<file path="src/logic/rwsc_pkg.sv">
// package: constants and types for the reset, wake and strap control block
package rwsc_pkg;
    localparam int REF_CLOCK_MHZ = 25;
    localparam int CLOCK_MHZ = 50;
    localparam logic [1:0] PWR_AWAKE = 2'h0;
    localparam logic [1:0] PWR_SLEEP = 2'h1;
    localparam logic WAKE_POL_RESET = 1'b1;
    localparam logic WAKE_OD_RESET = 1'b0;
    localparam logic WAKE_EN_RESET = 1'b0;
    localparam logic SPEED_STRAP_RESET = 1'b1;
    localparam logic XOVER_STRAP_RESET = 1'b0;

    typedef enum logic [1:0] {
        RWSC_AWAKE_LOCKED = 2'b00,
        RWSC_AWAKE_OPEN = 2'b01,
        RWSC_SLEEP = 2'b11
    } rwsc_mode_t;
endpackage

</file>
<file path="src/logic/rwsc_strap_latch.sv">
// strap latch: captures the speed strap once after reset release
`timescale 1ns/1ns
module rwsc_strap_latch
    import rwsc_pkg::*;
(
    input wire logic clock,
    input wire logic nrst,
    input wire logic speed_strap,
    output logic speed_latched,
    output logic latched_done
);
    typedef struct packed {
        logic done;
        logic speed;
    } rwsc_latch_t;

    rwsc_latch_t s_q;
    rwsc_latch_t s_d;

    // capture at first edge after release, reset value is a constant
    always_comb begin
        s_d = s_q;
        if (!s_q.done) begin
            s_d.speed = speed_strap;
            s_d.done = 1'b1;
        end
    end

    always_ff @(posedge clock or negedge nrst) begin
        if (!nrst) begin
            s_q <= '{done: 1'b0, speed: SPEED_STRAP_RESET};
        end else begin
            s_q <= s_d;
        end
    end

    assign speed_latched = s_q.speed;
    assign latched_done = s_q.done;

    chk_latch_once: assert property (@(posedge clock) disable iff (!nrst)
        s_q.done |=> $stable(s_q.speed)) else $error("strap changed after latch");
endmodule

</file>
<file path="src/logic/rwsc_top.sv">
// top: reset, wake indicator, sleep exit and strap control
`timescale 1ns/1ns
module rwsc_top
    import rwsc_pkg::*;
(
    input wire logic clock,
    input wire logic nrst,
    input wire logic host_select_low,
    input wire logic host_write_strobe_low,
    input wire logic host_read_strobe_low,
    input wire logic sleep_request,
    input wire logic wake_event,
    input wire logic wake_enable,
    input wire logic wake_polarity_high,
    input wire logic wake_open_drain,
    input wire logic wake_clear,
    input wire logic crossover_auto_strap,
    input wire logic speed_strap,
    output logic wake_indicator_out,
    output logic wake_indicator_oe,
    output logic host_write_accept,
    output logic asleep,
    output logic crossover_auto_en,
    output logic default_speed_100,
    output logic default_full_duplex
);
    // ----------------------------------------
    // state
    // ----------------------------------------
    typedef struct packed {
        rwsc_mode_t mode;
        logic pending;
        logic wr_prev;
        logic accept;
        logic slp;
        logic pin_out;
        logic pin_oe;
        logic xover;
        logic spd;
        logic dup;
    } rwsc_state_t;

    rwsc_state_t s_q;
    rwsc_state_t s_d;
    logic speed_latched;
    logic latched_done;
    logic wr_now;
    logic rd_now;
    logic level;

    rwsc_strap_latch u_latch (
        .clock(clock),
        .nrst(nrst),
        .speed_strap(speed_strap),
        .speed_latched(speed_latched),
        .latched_done(latched_done)
    );

    // ----------------------------------------
    // host cycles
    // ----------------------------------------
    // select and strobe decode, shared by reads and writes
    function automatic logic rwsc_cycle_on(input logic select_low, input logic strobe_low);
        return !select_low && !strobe_low;
    endfunction

    assign wr_now = rwsc_cycle_on(host_select_low, host_write_strobe_low);
    assign rd_now = rwsc_cycle_on(host_select_low, host_read_strobe_low);

    // ----------------------------------------
    // next state
    // ----------------------------------------
    always_comb begin
        s_d = s_q;
        level = 1'b0;
        // edge on the write so a held strobe gives one accept
        s_d.wr_prev = wr_now;
        s_d.accept = 1'b0;
        unique case (s_q.mode)
            RWSC_AWAKE_LOCKED: begin
                if (rd_now) begin
                    s_d.mode = RWSC_AWAKE_OPEN;
                end
            end
            RWSC_AWAKE_OPEN: begin
                if (wr_now && !s_q.wr_prev) begin
                    s_d.accept = 1'b1;
                end
                if (sleep_request) begin
                    s_d.mode = RWSC_SLEEP;
                end
            end
            RWSC_SLEEP: begin
                // any write wakes, data ignored; a read is still needed after
                if (wr_now) begin
                    s_d.mode = RWSC_AWAKE_LOCKED;
                    s_d.pending = 1'b0;
                end
            end
            default: begin
                s_d.mode = RWSC_AWAKE_LOCKED;
            end
        endcase
        // own flop so the asleep output never glitches on a mode change
        s_d.slp = (s_d.mode == RWSC_SLEEP);

        // ----------------------------------------
        // wake indicator
        // ----------------------------------------
        // set beats clear
        if (wake_enable && wake_event) begin
            s_d.pending = 1'b1;
        end else if (wake_clear || !wake_enable) begin
            s_d.pending = 1'b0;
        end
        level = s_d.pending;
        // open-drain only pulls to the active level when asserted
        s_d.pin_out = wake_polarity_high ? level : !level;
        s_d.pin_oe = wake_open_drain ? level : 1'b1;

        // ----------------------------------------
        // straps
        // ----------------------------------------
        // crossover follows the strap level; a floating strap reads low through its pull-down
        s_d.xover = crossover_auto_strap;
        s_d.spd = speed_latched;
        s_d.dup = speed_latched;
    end

    always_ff @(posedge clock or negedge nrst) begin
        if (!nrst) begin
            s_q <= '{mode: RWSC_AWAKE_LOCKED,
                     pending: 1'b0,
                     wr_prev: 1'b0,
                     accept: 1'b0,
                     slp: 1'b0,
                     pin_out: !WAKE_POL_RESET,
                     pin_oe: !WAKE_OD_RESET,
                     xover: XOVER_STRAP_RESET,
                     spd: SPEED_STRAP_RESET,
                     dup: SPEED_STRAP_RESET};
        end else begin
            s_q <= s_d;
        end
    end

    // ----------------------------------------
    // outputs
    // ----------------------------------------
    assign wake_indicator_out = s_q.pin_out;
    assign wake_indicator_oe = s_q.pin_oe;
    assign host_write_accept = s_q.accept;
    assign asleep = s_q.slp;
    assign crossover_auto_en = s_q.xover;
    assign default_speed_100 = s_q.spd;
    assign default_full_duplex = s_q.dup;

    // ----------------------------------------
    // host cycle checks
    // ----------------------------------------
    chk_no_write_locked: assert property (@(posedge clock) disable iff (!nrst)
        (s_q.mode != RWSC_AWAKE_OPEN) |=> !s_q.accept) else $error("write accepted before read");
    chk_read_unlocks: assert property (@(posedge clock) disable iff (!nrst)
        (s_q.mode == RWSC_AWAKE_LOCKED && rd_now) |=> s_q.mode == RWSC_AWAKE_OPEN) else $error("read did not unlock");
    chk_locked_hold: assert property (@(posedge clock) disable iff (!nrst)
        (s_q.mode == RWSC_AWAKE_LOCKED && !rd_now) |=> s_q.mode == RWSC_AWAKE_LOCKED)
        else $error("unlocked without read");
    chk_accept_pulse: assert property (@(posedge clock) disable iff (!nrst)
        s_q.accept |=> !s_q.accept) else $error("accept longer than one cycle");
    chk_accept_cause: assert property (@(posedge clock) disable iff (!nrst)
        s_q.accept |-> $past(s_q.mode == RWSC_AWAKE_OPEN && wr_now)) else $error("accept without write");

    // ----------------------------------------
    // power mode checks
    // ----------------------------------------
    chk_sleep_wake: assert property (@(posedge clock) disable iff (!nrst)
        (s_q.mode == RWSC_SLEEP && wr_now) |=> s_q.mode == RWSC_AWAKE_LOCKED) else $error("write did not wake");
    chk_stay_asleep: assert property (@(posedge clock) disable iff (!nrst)
        (s_q.mode == RWSC_SLEEP && !wr_now) |=> s_q.mode == RWSC_SLEEP) else $error("left sleep without write");
    chk_sleep_entry: assert property (@(posedge clock) disable iff (!nrst)
        (s_q.mode == RWSC_AWAKE_OPEN && sleep_request) |=> asleep) else $error("sleep request lost");
    chk_open_hold: assert property (@(posedge clock) disable iff (!nrst)
        (s_q.mode == RWSC_AWAKE_OPEN && !sleep_request) |=> s_q.mode == RWSC_AWAKE_OPEN) else $error("left open");
    chk_no_sleep_locked: assert property (@(posedge clock) disable iff (!nrst)
        (s_q.mode == RWSC_AWAKE_LOCKED) |=> !asleep) else $error("slept while locked");
    chk_wake_clears: assert property (@(posedge clock) disable iff (!nrst)
        (s_q.mode == RWSC_SLEEP && wr_now && !wake_event) |=> !s_q.pending) else $error("wake write kept indicator");

    // ----------------------------------------
    // indicator checks
    // ----------------------------------------
    chk_wake_sets: assert property (@(posedge clock) disable iff (!nrst)
        (wake_enable && wake_event) |=> s_q.pending) else $error("wake event lost");
    chk_enable_off: assert property (@(posedge clock) disable iff (!nrst)
        !wake_enable |=> !s_q.pending) else $error("indicator set while disabled");
    chk_clear_drops: assert property (@(posedge clock) disable iff (!nrst)
        (wake_clear && !wake_event) |=> !s_q.pending) else $error("clear ignored");
    chk_pin_level: assert property (@(posedge clock) disable iff (!nrst)
        $past(wake_polarity_high) |-> (s_q.pin_out == s_q.pending)) else $error("indicator polarity wrong");
    chk_pin_inverted: assert property (@(posedge clock) disable iff (!nrst)
        (latched_done && !$past(wake_polarity_high)) |-> (s_q.pin_out == !s_q.pending)) else $error("low polarity wrong");
    chk_open_drain: assert property (@(posedge clock) disable iff (!nrst)
        ($past(wake_open_drain) && !s_q.pending) |-> !s_q.pin_oe) else $error("open drain driven idle");
    chk_push_pull_oe: assert property (@(posedge clock) disable iff (!nrst)
        (latched_done && !$past(wake_open_drain)) |-> s_q.pin_oe) else $error("push-pull not driven");
    chk_od_active: assert property (@(posedge clock) disable iff (!nrst)
        (latched_done && $past(wake_open_drain) && s_q.pending) |-> s_q.pin_oe) else $error("od pin not driven");

    // ----------------------------------------
    // strap checks
    // ----------------------------------------
    chk_crossover: assert property (@(posedge clock) disable iff (!nrst)
        1'b1 |=> crossover_auto_en == $past(crossover_auto_strap)) else $error("crossover strap wrong");
    chk_speed_use: assert property (@(posedge clock) disable iff (!nrst)
        latched_done |=> default_speed_100 == $past(speed_latched)) else $error("speed default wrong");
    chk_duplex_use: assert property (@(posedge clock) disable iff (!nrst)
        latched_done |=> default_full_duplex == $past(speed_latched)) else $error("duplex default wrong");
endmodule

</file>
<file path="config.mk">
export PLATFORM = sky130hd
export DESIGN_NAME = rwsc_top
export DESIGN_NICKNAME = d
export VERILOG_FILES = /design/src/logic/rwsc_pkg.sv /design/src/logic/rwsc_strap_latch.sv /design/src/logic/rwsc_top.sv
export SDC_FILE = /design/constraint.sdc
export NUM_CORES = 1
export LEC_CHECK = 0
export ABC_CLOCK_PERIOD_IN_PS = 1000
export BUFFER_PORTS_ARGS = -buffer_cell sky130_fd_sc_hd__buf_2
export CORE_MARGIN = 2
export CORE_UTILIZATION = 28
export CTS_CLUSTER_DIAMETER = 120
export DETAILED_ROUTE_END_ITERATION = 8
export GPL_TIMING_DRIVEN = 1
export PLACE_DENSITY = 0.57
export RECOVER_POWER = 100
export SKIP_CTS_REPAIR_TIMING = 1
export SLEW_MARGIN = 20
export SYNTH_ARGS = -nofsm -noshare
export SYNTH_HDL_FRONTEND = slang
export SYNTH_SLANG_ARGS = --single-unit
</file>
<file path="constraint.sdc">
create_clock -name clock -period 1 [get_ports clock]
set_input_delay 0.05 -clock clock [delete_from_list [all_inputs] [get_ports clock]]
set_output_delay 0.05 -clock clock [all_outputs]
set_load 0.03 [all_outputs]
</file>
==> results.toml <==
[detailed_routing]
wire_per_inst_um = 10.8
highest_layer = "met3"
via_count = 337
drtIter0Drc = 3
ant_nets = 0
via_per_inst = 4.38
wl_met2_um = 388
drc = 0
met3WireLength_um = 72
firstDrtPassIters = 4
wl_um = 830
drt-met1-wl_um = 369

[synth]
ys_warn_count = 0
yosys_register_bits = 12
synthTopCellsByArea = "dfrtp_1 (53%), dfstp_2 (18%), o211a_1 (4.7%), and4bb_1 (2.9%), mux2_2 (2.6%)"
synth_top_area_share = 0.526
synth_fp_nets = 44
yosys.area.top_type = "dfrtp_1"
avgSynthCellArea_um2 = 13.8
synth_cells = 31
synthesis.area_um2 = 428
synth_cell_types = 16
seq_area_frac_synth = 0.711

[layout]
nets = 75
seq_area_um2 = 304
layout.cells.non_filler = 77
multiInputGateArea_um2 = 116
final_cell_area_um2 = 651
fillers = 149
diodes = 0
syn_to_final_growth_pct = 52.0
drive_gt1_frac = 0.459

[setup_path]
crit_slowest_cell = "dfstp_2"
critPathKind = "reg -> out"
crit_fanout = 2
cp.required_ns = 0.95
critPathCaptureType = "primary output"
arrival_ns = 0.94
slowest_delay_ns = 0.55
path_buf_inv = 1
critPathTopFamily = "flip-flops"
cp-start-kind = "register"
worstPathCellList = "buf_6"

[placed_design]
dp.cells = 67
routabilityCongestion = 0.702
portBuffers = 19
placed_cell_area_um2 = 551
place_ws_ns = 0.0155
hpwlAfterDp_um = 571

[timing]
skew_ns = 0.0106
worst_pin_slew_ns = 0.644
layout_min_cycle_time_ns = 0.992
slew_headroom = 0.571
finalSetupViolCount = 0
rsz0062_at_grt = "true"
holdWs_ns = -0.00450
fmax_ghz = 1.01
finalCritPeriodShare = 0.992
setup_slack_ns = 0.00829
hold_viol = 1
slew_viol_final = 0

[min_path]
worstHoldPathType = "in -> reg"

[power_and_ir_drop]
leakagePower_nw = 0.328
p_per_area_mw_per_mm2 = 2080
peakVddDrop_v = 0.000712

[clock_tree]
tritoncts = "done"
clock_sinks = 12
cts_buffers = 3
clkLatencyLatePin_ns = 0.27
root_buffer = "clkbuf_4"
clkTransAtPathRegs_ns = 0.08
h-tree-depth = 1
clock_path_buffers = 2

[global_routing]
grt_use_total = 0.101
grt_pass1_wl_um = 1260
overflow = 0
grt_start_max_net_pins = 13
grt_pass1_vias = 277
antenna_found_initial = 0

[floorplanning]
die_h_um = 43.1
die-area_mm2 = 0.00186
fp.coreArea_mm2 = 0.00147
rows = 14
die_x_um = 43.1
initial_core_util = 0.291
ios = 20

[run]
cap_violations = 0

[run_status]
outcome = "finished with violations"
failed_checks = "negative hold slack"
==> cell families after synthesis <==
family	count (synthesis)	share of synthesized area
other	1	0.00876
buffers and inverters	1	0.0176
multiplexers	1	0.0263
flip-flops	12	0.711
AND/OR/NAND/NOR	10	0.126
AO/OA/AOI/OAI	5	0.0906
XOR/XNOR	1	0.0205
==> area by class of cell <==
type | instances | share of cell area
Multi-Input combinational cell | 18 | 0.179
Sequential cell | 12 | 0.467
Tap cell | 16 | 0.0308
Timing Repair Buffer | 27 | 0.283
Clock buffer | 4 | 0.0404
==> final timing paths <==
check / from / slack (ns) / to / cells past startpoint
setup / recovery: default_full_duplex / 0.008 / default_full_duplex / 1
hold / removal: host_select_low / -0.004 / s_q[7] / 2
setup reg to reg: s_q[9] / 0.04 / wake_indicator_out / 3
hold reg to reg: u_latch.speed_latched / 0.37 / default_full_duplex / 0
max in group asynchronous: nrst / 0.27 / u_latch.latched_done / 2
min in group asynchronous: nrst / 0.30 / wake_indicator_out / 2
==> flip-flops by register name (all words and copies together) (netlist names) <==
signal / count
asleep: 1
crossover_auto_en: 1
default_full_duplex: 1
host_write_accept: 1
s_q: 4
u_latch.latched_done: 1
u_latch.speed_latched: 1
wake_indicator_oe: 1
wake_indicator_out: 1
==> report_power, final <==
part | leakage (nW) | switching, mW | internal, mW | total [mW]
logic | 0.170 | 0.228 | 0.201 | 0.429
registers | 0.143 | 0.0347 | 0.583 | 0.618
clock network | 0.0150 | 0.154 | 0.154 | 0.308
==> stage by stage <==
stage	power [mW]	utilization	TNS, ns
3_5_place_dp	1.00	0.374	0
5_1_grt	1.45	0.442	-0.148
2_1_floorplan	0.836	-	0
3_3_place_gp	0.994	0.374	0
4_1_cts	1.32	0.392	-0.0847
6_report	1.36	0.442	0
==> placed cells by master, fill, tap and decap left out <==
cell	Yosys	final
buf_4	1	2
o21ai_2	1	1
xnor2_1	1	1
clkbuf_1	0	3
and4bb_1	1	1
nor2_1	3	3
nand2b_1	1	1
dlygate4sd3_1	0	5
clkbuf_2	0	4
buf_6	0	3
conb_1	1	1
o211a_1	2	2
nor3_1	1	1
a21oi_1	1	1
dfrtp_1	9	9
o21ai_0	1	1
nand2_1	3	3
dfstp_2	3	3
mux2_2	1	1
nand3b_1	1	1
buf_2	0	10
clkbuf_4	0	4
==> synth_stat cells, drive strengths merged <==
cell type and number:
nand2b 1, and4bb 1, mux2 1, nand2 3, conb 1, dfrtp 9
nor3 1, o21ai 2, a21oi 1, nand3b 1, nor2 3, dfstp 3
buf 1, xnor2 1, o211a 2
==> layer usage <==
metal  GRT usage  vias to the layer above
met4      0.0727                        0
li1            -                      163
met2       0.137                       16
met3      0.0511                        0
met1       0.122                      158
met5           0                        -
Power figures use the tool's default switching activity.
